**src/balance_alert_pkg.sv**
```systemverilog
package balance_alert_pkg;

  // ------------------------------------------------------------
  // bus geometry
  // ------------------------------------------------------------
  localparam int ADDR_W = 8;
  localparam int DATA_W = 16;

  // ------------------------------------------------------------
  // register offsets
  // ------------------------------------------------------------
  localparam logic [7:0] OFF_SUMMARY = 8'h04;
  localparam logic [7:0] OFF_CONFIG = 8'h10;
  localparam logic [7:0] OFF_IRQ_STATUS = 8'h14;
  localparam logic [7:0] OFF_IRQ_MASK = 8'h18;
  localparam logic [7:0] OFF_RUN_STATUS = 8'h1C;

  // ------------------------------------------------------------
  // summary flag layout, bits 15..11
  // ------------------------------------------------------------
  localparam int FLAG_LSB = 11;
  localparam int FLAG_COUNT = 5;
  localparam int IDX_TIMEOUT = 4;
  localparam int IDX_THERMAL = 3;
  localparam int IDX_CALIB = 2;
  localparam int IDX_NOTICE = 1;
  localparam int IDX_COMPLETE = 0;

  // ------------------------------------------------------------
  // config and run status layout
  // ------------------------------------------------------------
  localparam int CFG_WDOG_DIS_BIT = 0;
  localparam int CFG_THERM_EN_BIT = 1;
  localparam int CFG_NOTICE_LSB = 4;
  localparam int NOTICE_W = 4;
  localparam int RUN_ACTIVE_BIT = 0;
  localparam int RUN_MODE_LSB = 1;
  localparam int RUN_COUNT_LSB = 4;

  // ------------------------------------------------------------
  // reset values
  // ------------------------------------------------------------
  localparam logic [4:0] FLAG_RESET = 5'h0;
  localparam logic [4:0] MASK_RESET = 5'h0;
  localparam logic CFG_WDOG_DIS_RESET = 1'b0;
  localparam logic CFG_THERM_EN_RESET = 1'b0;
  localparam logic [3:0] NOTICE_RESET = 4'h0;
  localparam logic [15:0] RDATA_RESET = 16'h0000;

  typedef enum logic [1:0] {
    MODE_MANUAL = 2'b00,
    MODE_DISCHARGE = 2'b01,
    MODE_AUTOMATED = 2'b10,
    MODE_RESERVED = 2'b11
  } run_mode_e;

endpackage

```
**src/alert_flag.sv**
```systemverilog
`timescale 1ns/100ps
module alert_flag (
  input wire logic clk,
  input wire logic rst_n,
  input wire logic set,
  input wire logic clear,
  input wire logic clear_allow,
  output logic flag
);

  logic next_flag;

  // ------------------------------------------------------------
  // sticky flag, set wins over clear
  // ------------------------------------------------------------
  always_comb
  begin
    next_flag = flag;
    if (clear && clear_allow)
    begin
      next_flag = 1'b0;
    end
    if (set)
    begin
      next_flag = 1'b1;
    end
  end

  always_ff @(posedge clk)
  begin
    if (!rst_n)
    begin
      flag <= 1'b0;
    end
    else
    begin
      flag <= next_flag;
    end
  end
endmodule

```
**src/balancing_alert_status.sv**
```systemverilog
// Behaviour
// - watchdog halt sets timeout flag bit 15
// - timeout flag only when watchdog disable zero
// - thermal halt sets thermal flag bit 14
// - thermal flag only when thermal check enabled
// - thermal, calibration clear only after run ends
// - calibration fault halt sets bit 13
// - periodic progress notice sets bit 12
// - notice config governs enable and period
// - normal timer or undervoltage exit sets bit 11
// - write zero clears, write one ignored
// - flags zero until their event occurs
// - summary register readable and writable
//
// Chosen here: the strobed register port and the address map.
`timescale 1ns/100ps
module balancing_alert_status (
  input wire logic clk,
  input wire logic rst_n,
  input wire logic [7:0] addr,
  input wire logic [15:0] wdata,
  input wire logic wr_en,
  input wire logic rd_en,
  output logic [15:0] rdata,
  output logic irq,
  input wire logic run_active,
  input wire balance_alert_pkg::run_mode_e run_mode,
  input wire logic halt_watchdog,
  input wire logic halt_thermal,
  input wire logic halt_calibration,
  input wire logic progress_tick,
  input wire logic exit_timer,
  input wire logic exit_undervoltage
);

  // ------------------------------------------------------------
  // helpers
  // ------------------------------------------------------------
  function automatic logic hit(input logic [7:0] a, input logic [7:0] off);
    hit = (a == off);
  endfunction

  // discharge and automated runs only
  function automatic logic tracked_mode(input balance_alert_pkg::run_mode_e m);
    tracked_mode = (m == balance_alert_pkg::MODE_DISCHARGE) ||
      (m == balance_alert_pkg::MODE_AUTOMATED);
  endfunction

  // ------------------------------------------------------------
  // configuration register
  // ------------------------------------------------------------
  logic balance_watchdog_disable;
  logic balance_thermal_check_enable;
  logic [3:0] balance_notice_config;
  logic next_balance_watchdog_disable;
  logic next_balance_thermal_check_enable;
  logic [3:0] next_balance_notice_config;

  always_comb
  begin
    next_balance_watchdog_disable = balance_watchdog_disable;
    next_balance_thermal_check_enable = balance_thermal_check_enable;
    next_balance_notice_config = balance_notice_config;
    if (wr_en && hit(addr, balance_alert_pkg::OFF_CONFIG))
    begin
      next_balance_watchdog_disable = wdata[balance_alert_pkg::CFG_WDOG_DIS_BIT];
      next_balance_thermal_check_enable = wdata[balance_alert_pkg::CFG_THERM_EN_BIT];
      next_balance_notice_config =
        wdata[balance_alert_pkg::CFG_NOTICE_LSB +: balance_alert_pkg::NOTICE_W];
    end
  end

  always_ff @(posedge clk)
  begin
    if (!rst_n)
    begin
      balance_watchdog_disable <= balance_alert_pkg::CFG_WDOG_DIS_RESET;
      balance_thermal_check_enable <= balance_alert_pkg::CFG_THERM_EN_RESET;
      balance_notice_config <= balance_alert_pkg::NOTICE_RESET;
    end
    else
    begin
      balance_watchdog_disable <= next_balance_watchdog_disable;
      balance_thermal_check_enable <= next_balance_thermal_check_enable;
      balance_notice_config <= next_balance_notice_config;
    end
  end

  // ------------------------------------------------------------
  // event qualification
  // ------------------------------------------------------------
  logic [4:0] flag_set;
  logic notice_set;

  always_comb
  begin
    flag_set = 5'h0;
    flag_set[balance_alert_pkg::IDX_TIMEOUT] = halt_watchdog && run_active &&
      tracked_mode(run_mode) && !balance_watchdog_disable;
    flag_set[balance_alert_pkg::IDX_THERMAL] = halt_thermal && run_active &&
      balance_thermal_check_enable;
    flag_set[balance_alert_pkg::IDX_CALIB] = halt_calibration && run_active &&
      tracked_mode(run_mode);
    flag_set[balance_alert_pkg::IDX_NOTICE] = notice_set;
    flag_set[balance_alert_pkg::IDX_COMPLETE] = (exit_timer || exit_undervoltage) &&
      run_active;
  end

  // ------------------------------------------------------------
  // progress notice period counter
  // ------------------------------------------------------------
  logic [3:0] notice_count;
  logic [3:0] next_notice_count;
  logic notice_tick;

  assign notice_tick = progress_tick && run_active && tracked_mode(run_mode) &&
    (balance_notice_config != 4'h0);
  always_comb
  begin
    next_notice_count = notice_count;
    notice_set = 1'b0;
    if (!run_active)
    begin
      next_notice_count = 4'h0;
    end
    else if (notice_tick)
    begin
      next_notice_count = 4'(notice_count + 4'h1);
      if (next_notice_count >= balance_notice_config)
      begin
        next_notice_count = 4'h0;
        notice_set = 1'b1;
      end
    end
  end

  always_ff @(posedge clk)
  begin
    if (!rst_n)
    begin
      notice_count <= 4'h0;
    end
    else
    begin
      notice_count <= next_notice_count;
    end
  end

  // ------------------------------------------------------------
  // summary flags
  // ------------------------------------------------------------
  logic [4:0] flags;
  logic [4:0] flag_clear;
  logic [4:0] clear_allow;
  logic summary_wr;

  assign summary_wr = wr_en && hit(addr, balance_alert_pkg::OFF_SUMMARY);
  always_comb
  begin
    flag_clear = {5{summary_wr}} &
      ~wdata[balance_alert_pkg::FLAG_LSB +: balance_alert_pkg::FLAG_COUNT];
    clear_allow = 5'h1F;
    clear_allow[balance_alert_pkg::IDX_THERMAL] = !run_active;
    clear_allow[balance_alert_pkg::IDX_CALIB] = !run_active;
  end

  for (genvar i = 0; i < balance_alert_pkg::FLAG_COUNT; i++)
  begin : g_flag
    alert_flag u_flag (
      .clk(clk),
      .rst_n(rst_n),
      .set(flag_set[i]),
      .clear(flag_clear[i]),
      .clear_allow(clear_allow[i]),
      .flag(flags[i])
    );
  end

  // ------------------------------------------------------------
  // interrupt status and mask
  // ------------------------------------------------------------
  logic [4:0] irq_status;
  logic [4:0] irq_mask;
  logic [4:0] next_irq_status;
  logic [4:0] next_irq_mask;

  always_comb
  begin
    next_irq_status = irq_status;
    next_irq_mask = irq_mask;
    if (rd_en && hit(addr, balance_alert_pkg::OFF_IRQ_STATUS))
    begin
      next_irq_status = 5'h0;
    end
    next_irq_status = next_irq_status | flag_set;
    if (wr_en && hit(addr, balance_alert_pkg::OFF_IRQ_MASK))
    begin
      next_irq_mask = wdata[balance_alert_pkg::FLAG_LSB +: balance_alert_pkg::FLAG_COUNT];
    end
  end

  always_ff @(posedge clk)
  begin
    if (!rst_n)
    begin
      irq_status <= balance_alert_pkg::FLAG_RESET;
      irq_mask <= balance_alert_pkg::MASK_RESET;
    end
    else
    begin
      irq_status <= next_irq_status;
      irq_mask <= next_irq_mask;
    end
  end

  assign irq = |(irq_status & irq_mask);

  // ------------------------------------------------------------
  // read data, one cycle after the strobe
  // ------------------------------------------------------------
  logic [15:0] next_rdata;
  always_comb
  begin
    next_rdata = 16'h0000;
    if (rd_en)
    begin
      case (addr)
        balance_alert_pkg::OFF_SUMMARY:
          next_rdata[balance_alert_pkg::FLAG_LSB +: balance_alert_pkg::FLAG_COUNT] =
            flags;
        balance_alert_pkg::OFF_CONFIG:
        begin
          next_rdata[balance_alert_pkg::CFG_WDOG_DIS_BIT] = balance_watchdog_disable;
          next_rdata[balance_alert_pkg::CFG_THERM_EN_BIT] = balance_thermal_check_enable;
          next_rdata[balance_alert_pkg::CFG_NOTICE_LSB +: balance_alert_pkg::NOTICE_W] =
            balance_notice_config;
        end
        balance_alert_pkg::OFF_IRQ_STATUS:
          next_rdata[balance_alert_pkg::FLAG_LSB +: balance_alert_pkg::FLAG_COUNT] =
            irq_status;
        balance_alert_pkg::OFF_IRQ_MASK:
          next_rdata[balance_alert_pkg::FLAG_LSB +: balance_alert_pkg::FLAG_COUNT] =
            irq_mask;
        balance_alert_pkg::OFF_RUN_STATUS:
        begin
          next_rdata[balance_alert_pkg::RUN_ACTIVE_BIT] = run_active;
          next_rdata[balance_alert_pkg::RUN_MODE_LSB +: 2] = run_mode;
          next_rdata[balance_alert_pkg::RUN_COUNT_LSB +: balance_alert_pkg::NOTICE_W] =
            notice_count;
        end
        default: next_rdata = 16'h0000;
      endcase
    end
  end

  always_ff @(posedge clk)
  begin
    if (!rst_n)
    begin
      rdata <= balance_alert_pkg::RDATA_RESET;
    end
    else
    begin
      rdata <= next_rdata;
    end
  end
endmodule

```
**config.mk**
```make
export PLATFORM = sky130hd
export DESIGN_NAME = balancing_alert_status
export DESIGN_NICKNAME = d
export VERILOG_FILES = /design/src/balance_alert_pkg.sv /design/src/alert_flag.sv /design/src/balancing_alert_status.sv
export SDC_FILE = /design/constraint.sdc
export NUM_CORES = 1
export LEC_CHECK = 0
export BUFFER_PORTS_ARGS = -buffer_cell sky130_fd_sc_hd__buf_4
export CAP_MARGIN = 25
export CORE_ASPECT_RATIO = 2
export CORE_MARGIN = 8
export CORE_UTILIZATION = 35
export DETAILED_ROUTE_END_ITERATION = 8
export PLACE_DENSITY = 0.61
export SYNTH_ARGS = -nofsm -noshare
export SYNTH_HDL_FRONTEND = slang
export SYNTH_SLANG_ARGS = --single-unit
```
**constraint.sdc**
```tcl
create_clock -name clk -period 2.1 [get_ports clk]
set_input_delay 0.315 -clock clk [delete_from_list [all_inputs] [get_ports clk]]
set_output_delay 0.315 -clock clk [all_outputs]
set_load 0.005 [all_outputs]
```
### Yosys cells after proc, flatten, opt, wreduce, memory -nomap -nowiden

Cells that the tools add are included.

* flip-flop bits (word level): 41
* bits in latches: 0
* memory bits (writable): 0
* memory bits (read-only): 0
* input port bits: 37
* output and inout bits: 17
* logic and storage cells: 76
* memories: 0

* $add $sub $neg: 1
* $mul: 0
* div/mod/pow operators: 0
* order comparisons: 1
* equal/unequal tests: 7
* shift operators: 0
* mux-type cells: 18
* bitwise logic cells: 4
* reduce and logical (&&, ||, !) cells: 31

Operators by type and width (number)
* == test 8 x 5 -> 1 bit, second input constant: 4
* logical AND 1 bit: 17
* case mux 5 bit (3 select lines): 1
* two-way mux 1 bit: 13
* AND 5 bit: 2
* nonzero test 2 bit: 5
* == test 8 x 3 -> 1 bit, second input constant: 1
* case mux 4 bit (2 select lines): 1
* two-way mux 5 bit: 1
* NOT 5 bit: 1
* bitwise OR 5 bit: 1
* OR reduction 5 bit: 1
* adder 4 x 1 -> 4 bit, second input constant: 1
* >= comparator 4 bit: 1
* two-way mux 4 bit: 1
* case mux 2 bit (2 select lines): 1
* AND reduction 2 bit: 2
* nonzero test 4 bit: 1
* AND reduction 3 bit: 1
* == test 2 x 1 -> 1 bit, second input constant: 1
* == test 2 bit, second input constant: 1
* logical NOT 1 bit: 2
* logical OR 1 bit: 2

### Depth between registers and ports, before layout

Gate-level depths: netlist of the first run.

* depth in word-level cells: 7
* mapped depth: 7
* mapped depth without buffers: 7

### Modules after synthesis

A second synthesis of the first run with hierarchy kept.

* cell total of the unflattened synthesis: 203
* area total of the unflattened synthesis: 1710.4 um^2

Modules (own cells, without submodules)
* balancing_alert_status: instances 1, cells an instance 183, area each 1535.2 um^2, seq. area each 640.6 um^2
* alert_flag: instances 5, cells an instance 4, area each 35.0 um^2, seq. area each 20.0 um^2

### Worst setup path before layout of the first run

Ideal clock, no wire load.

* kind: input-to-reg
* from: in addr[1]
* to: reg g_flag[1].u_flag.flag
* setup time: 115 ps
* arrival: 1814 ps
* required time: 1985 ps
* setup slack: 172 ps
* stages: 5
* path buffers: 1
* cells stage by stage: or4_1 > buf_2 > or4_4 > o21a_1 > o21a_1

* cells in the longest elaborated chain, start to end: 4

Ends and longest elaborated chain
* from (decl): line balancing_alert_status.sv:20 `input wire logic [7:0] addr,`
* == test 8 x 3 -> 1 bit: line balancing_alert_status.sv:40 `hit = (a == off);`
* logical AND 1 bit: line balancing_alert_status.sv:157 `assign summary_wr = wr_en && hit(addr, balance_alert_pkg::OFF_SUMMARY);`
* AND 5 bit: line balancing_alert_status.sv:160 `flag_clear = {5{summary_wr}} &`
* nonzero test 2 bit (no source line)
* to (signal assigned): line alert_flag.sv:37 `flag <= next_flag;`
* to (decl): line alert_flag.sv:8 `output logic flag`

No other way between the ends.
A chain may end at the register's enable or synchronous reset.

### Worst setup path after layout of the first run

* from: reg notice_count[1]
* to: reg g_flag[1].u_flag.flag

* cells in the longest elaborated chain, start to end: 6
* elaborated cells between the ends (all ways): 7
* those cells by class: add/sub (1); order compare (1); mux (4); reduce/logical (1)

Ends and longest elaborated chain
* from (decl): line balancing_alert_status.sv:112 `logic [3:0] notice_count;`
* from (signal assigned): line balancing_alert_status.sv:145 `notice_count <= next_notice_count;`
* adder 4 x 1 -> 4 bit (*): line balancing_alert_status.sv:128 `next_notice_count = 4'(notice_count + 4'h1);`
* >= comparator 4 bit (*): line balancing_alert_status.sv:129 `if (next_notice_count >= balance_notice_config)`
* two-way mux 1 bit (*): line balancing_alert_status.sv:129
* two-way mux 1 bit (*): line balancing_alert_status.sv:126 `else if (notice_tick)`
* two-way mux 1 bit (*): line balancing_alert_status.sv:122 `if (!run_active)`
* two-way mux 1 bit / nonzero test 2 bit (equally long branches)

Every way passes the cells marked *; elsewhere a longest branch is shown, timed or not.

==> impl_metrics.ini, run 1 <==
[min_path]
hold_class = in -> reg

[yosys]
synth_edf_count = 0
ys_top_cells_by_area = dfxtp_1 (44%), a22oi_1 (5.3%), mux2i_1 (4.1%), nor2_1 (3.8%), ha_1 (3.7%)
synth_top_area_frac = 0.436
synth_area_mm2 = 0.00170
ys.flop_type = dfxtp_1
async_flop_share = 0
synth_area_per_cell_um2 = 9.39
synth_top_area_cell = dfxtp_1
syn_inst = 181
ys.warnings.count = 0
ys_seq_area_frac = 0.436
ys_types = 43
synth_seq_cells = 37

[sta]
rsz0062_at_grt = no
setup_tns_ns = 0
period_share = 0.887
whs_ns = 0.260
hold_violations = 0
min_period_ns = 1.86
drv_slew = 0
setup_viol = 0
setup_slack_ns = 0.237
skew_ns = 0.00707
fmax_ghz = 0.537

[power]
powerDensity_mw_per_mm2 = 588
p_leak_nw = 0.905
peakVddDrop_mv = 0.556

[placement]
io_buffers = 44
place_inst = 283
dp_hpwl_mm = 3.27
gp_congestion = 0.758
pre_cts_ws_ns = -0.0662

[finish]
area_growth_pct = 29.8
n_antenna_cell = 0
final_common_cell = buf_4
fin_nets = 275
fillers = 491
drive_gt1_frac = 0.295
final_cell_mix = buf_4 (53), dfxtp_1 (37), nor2_1 (17)
final_cells = 291

[worst_setup_path]
arrival_ns = 2.04
cp_max_fo = 4
required_ns = 2.28
critical_path_class = reg -> reg
end_kind = flop
start_kind = flop

[clock_network]
cts_hold_buf = 0
cts_tree = built
clk_pin_slew_ns = 0.07
ctsHtreeMaxLevel = 2
cts_buffer_depth = 2
root_buffer = clkbuf_8
numClockSinks = 37
post_cts_buffers = 0
cts_inserted_buffers = 5
clkLatencyLatePin_ns = 0.29

[detailed_routing]
drt_iter0_markers = 50
viasPerCell = 5.13
ant_nets = 0
vias = 1493
wl_per_cell_um = 14.3
totalWireLength_mm = 4.17
drc = 0
first_pass_iters = 6

[global_route]
antenna_found_initial = 0
grt_pass1_vias = 1518
grt_max_degree = 30
grt_overflow = 0
grt_usage = 0.116
grt_pass1_wl_mm = 6.86

[floorplanning]
dieArea_mm2 = 0.00748
core_mm2 = 0.00477
row_count = 36
fp.dieW_um = 65.3
initial_utilization = 0.356
io_pins = 54
dieHeight_um = 115

[flow_run]
maxCapViolations = 0

[outcome]
outcome = complete, no violations
## repair_timing
action	in CTS	in global routing
resized for setup	2	2
endpoints found under the setup margin	4	4
cloned	0	0
## Yosys cell counts, types with 2 or more instances
library cell  count
nand2_1          10
ha_1              5
dfxtp_1          37
nand2b_1          2
nor2_1           17
nor3_1            4
nand3_1           8
a21boi_0          4
a22oi_1          12
nor2b_1          10
and2_1            2
mux2_2            5
a32oi_1           2
clkbuf_1          5
o21a_1            4
nand4_1           4
inv_1             4
buf_4             4
mux2i_1           7
o21ai_0           9
xor2_1            4
## metal layers
metal	share of wire	track usage	vias up	wire length [um]
li1	-	-	752	-
met1	0.43	0.135	670	1790
met2	0.44	0.173	63	1850
met3	0.10	0.0480	8	432
met4	0.024	0.0616	0	101
met5	0	0	-	0
## final cells by class
cell class                 instances  area (um^2)  share of cell area
timing repair buffer              53          398               0.180
inverter                           4         15.0             0.00681
tap                               57         71.3              0.0323
multi-input combinational        132          901               0.408
clock buffer                       8         80.1              0.0363
sequential                        37          741               0.336
## state kept, by name, indices dropped and copies added, names as in the netlist
name and flops:
balance_notice_config 4, irq_mask 5, rdata 12, balance_thermal_check_enable 1, balance_watchdog_disable 1, g_flag.u_flag.flag 5
notice_count 4, irq_status 5
## cell families after synthesis
group	after synthesis	synth area share
DFF	37	0.436
buffers and inverters	15	0.0486
xor gates and xnor gates	5	0.0258
AOI/OAI and AO/OA	40	0.170
muxes	12	0.0744
other	1	0.00221
adders and majority gates	5	0.0368
and+or+nand+nor	66	0.206
## critical path: stages (launching register included)
cell and delay, ns:
dfxtp_1 0.39, ha_1 0.27, ha_1 0.30, a2111oi_2 0.44
nor3_1 0.15, o21a_1 0.20
## report_power, final
part,internal [W],switching (W),total (W)
Clock,0.000236,0.000231,0.000466
Sequential,0.000710,0.00000471,0.000714
Combinational,0.0000640,0.0000523,0.000116
Total,0.00101,0.000288,0.00130
## worst paths after layout
kind	start	endpoint	slack, ns	cells after the start
worst max-delay path	notice_count[1]$_SDFFE_PN0P_	g_flag[1].u_flag.flag$_SDFFE_PN0P_	0.24	5
worst min-delay path	run_mode[1]	rdata[2]$_SDFF_PN0_	0.26	3
worst max register to register	notice_count[1]$_SDFFE_PN0P_	g_flag[1].u_flag.flag$_SDFFE_PN0P_	0.24	5
worst min register to register	irq_status[4]$_SDFF_PN0_	irq_status[4]$_SDFF_PN0_	0.48	2
## through the flow
stage | area, um^2 | total power, W | utilization
2_1_floorplan | 1710 | 0.000785 | -
3_3_place_gp | 2110 | 0.000844 | 0.442
3_5_place_dp | 2110 | 0.000846 | 0.442
4_1_cts | 2190 | 0.00131 | 0.459
5_1_grt | 2210 | 0.00136 | 0.462
6_report | 2210 | 0.00130 | 0.462
Power figures use the tool's default switching activity.
==> run 2, diff against run 1 <==
--- a/config.mk
+++ b/config.mk
@@ -5,13 +5,13 @@
 export SDC_FILE = /design/constraint.sdc
 export NUM_CORES = 1
 export LEC_CHECK = 0
-export BUFFER_PORTS_ARGS = -buffer_cell sky130_fd_sc_hd__buf_4
 export CAP_MARGIN = 25
 export CORE_ASPECT_RATIO = 2
 export CORE_MARGIN = 8
 export CORE_UTILIZATION = 35
 export DETAILED_ROUTE_END_ITERATION = 8
-export PLACE_DENSITY = 0.61
+export DONT_BUFFER_PORTS = 1
+export PLACE_DENSITY = 0.52
 export SYNTH_ARGS = -nofsm -noshare
 export SYNTH_HDL_FRONTEND = slang
 export SYNTH_SLANG_ARGS = --single-unit
==> run 2 against run 1 <==
Against the previous run: flip-flop and latch count is the same; design area is 16% lower; critical path type unchanged; first-iteration DRC count rose by 86%; critical endpoint is now notice_count[3]$_SDFFE_PN0P_; clock power is essentially flat; setup slack got worse by 0.020 ns; sequential power barely moved; register-to-register slack worse by 0.02 ns; critical path depth rose by 2.
==> impl_metrics.ini, run 2 (synthesis gave the netlist of run 1 again) <==
[finish]
fillers = 533
n_antenna_cell = 0
final_common_cell = dfxtp_1
area_growth_pct = 9.20
largest_reg_flops = 12
fin_nets = 229
fin_area_mm2 = 0.00186
drive_gt1_frac = 0.128
largest_register = rdata
final_cell_mix = dfxtp_1 (37), nor2_1 (17), a22oi_1 (12)

[sta]
worst_slew_margin_rel = 0.660
hold_violations = 0
setup_tns_ns = 0
min_period_ns = 1.88
rsz0062_at_grt = no
setup_viol = 0
skew_ns = 0.00339
worst_slew_pin_slew_ns = 0.508
period_share = 0.897
fmax_ghz = 0.531
drv_slew = 0

[clock_network]
clk_pin_slew_ns = 0.07
clkLatencyLatePin_ns = 0.28
numClockSinks = 37
cts_hold_buf = 0
cts_tree = built
cts_resized = 0
post_cts_buffers = 0
cts_buffer_depth = 2
root_buffer = clkbuf_8
ctsHtreeMaxLevel = 2
cts_inserted_buffers = 5

[global_route]
grt_overflow = 0
grt_pass1_wl_mm = 6.77
grt_usage = 0.114
grt_pass1_vias = 1385
grt_max_degree = 30
antenna_found_initial = 0

[worst_setup_path]
critical_path_class = reg -> reg
start_kind = flop
critical_path.endpoint = notice_count[3]$_SDFFE_PN0P_
setup.worst_path.start = notice_count[0]$_SDFFE_PN0P_
r2r-end = notice_count[3]$_SDFFE_PN0P_
crit_chain = ha_1 > xor2_1 > ha_1 > a2111oi_2 > o311ai_0 > buf_4 > a21oi_1
rr_startpoint = notice_count[0]$_SDFFE_PN0P_
required_ns = 2.32
reg2reg_slack_ns = 0.22
arrival_ns = 2.10
max_stage_delay_ns = 0.39
critPathMostFrequentCell = ha_1
cp_max_fo = 5
ff2ff_path_depth = 7
end_kind = flop
slowest_stage = a2111oi_2

[floorplanning]
core_mm2 = 0.00477
io_pins = 54
fp.dieW_um = 65.3
row_count = 36
initial_utilization = 0.356
dieArea_mm2 = 0.00748
dieHeight_um = 115

[detailed_routing]
drc = 0
first_pass_iters = 4
wl_per_cell_um = 16.5
totalWireLength_mm = 4.05
viasPerCell = 5.38
drt_iter0_markers = 93
vias = 1317
ant_nets = 0

[placement]
gp_congestion = 0.765
place_area_mm2 = 0.00177
dp_hpwl_mm = 3.11
io_buffers = 0

[min_path]
hold_class = in -> reg
worst_hold_startpoint = run_mode[1]

[power]
peakVddDrop_mv = 0.528
combPwrFrac = 0.039
netSwitchingPower_w = 0.000267
clock_power_share = 0.381
p_leak_nw = 0.679
powerDensity_mw_per_mm2 = 664
switching_share = 0.217
seqPwrFrac = 0.580
internal-power_w = 0.000964

[flow_run]
maxCapViolations = 0

[outcome]
outcome = complete, no violations
run 2: cell count changes in the layout (fill, tap and decap cells not counted), sizes merged:
cell	delta
clkbuf	-2
buf	-46
clkinv	+2
run 2: worst min path at each step:
stage	to	slack [ns]	cells after the start
after global routing	irq_status[1]$_SDFF_PN0_	0.13	1
after floorplan	rdata[2]$_SDFF_PN0_	0.43	2
after detailed placement	irq_status[1]$_SDFF_PN0_	0.44	1
final	rdata[2]$_SDFF_PN0_	0.15	2
after global placement	rdata[2]$_SDFF_PN0_	0.43	2
after CTS	rdata[2]$_SDFF_PN0_	0.13	2
run 2: metrics by stage:
stage          utilization  power [W]  hold WS (ns)  std cells  worst slack [ns]
2_1_floorplan            -   0.000785         0.429        184             0.172
3_3_place_gp         0.370   0.000777         0.434        237             0.103
6_report             0.389    0.00123         0.148        245             0.217
5_1_grt              0.389    0.00130         0.132        245            0.0592
3_5_place_dp         0.370   0.000778         0.442        237            0.0733
4_1_cts              0.387    0.00126         0.133        245            0.0506
run 2: power by group through the flow:
stage	Combinational, W	Sequential (W)	Clock (W)
2_1_floorplan	0.0000565	0.000729	0
3_3_place_gp	0.0000465	0.000730	0
3_5_place_dp	0.0000471	0.000731	0
4_1_cts	0.0000475	0.000714	0.000494
5_1_grt	0.0000535	0.000716	0.000528
6_report	0.0000476	0.000715	0.000469
run 2: critical path: cells and delay by family (launching register included):
kind | cells | cell delay [ns]
flops | 1 | 0.36
xor+xnor | 1 | 0.15
fa+ha+maj | 2 | 0.46
compound gates | 3 | 0.68
buf+inv | 1 | 0.18
run 2: layer usage:
metal  GRT usage  wire [um]  vias up
li1            -          -      658
met1       0.143       1790      602
met2       0.166       1780       53
met3      0.0441        428        4
met4      0.0513         50        0
met5           0          0        -
run 2: layout make-up:
class	count	area, um^2	share of cell area
clock buffer	6	72.6	0.0391
clock inverter	2	10.0	0.00539
inverter	4	15.0	0.00809
multi-input combinational	132	893	0.481
sequential	37	741	0.399
tap	57	71.3	0.0384
timing repair buffer	7	52.6	0.0283
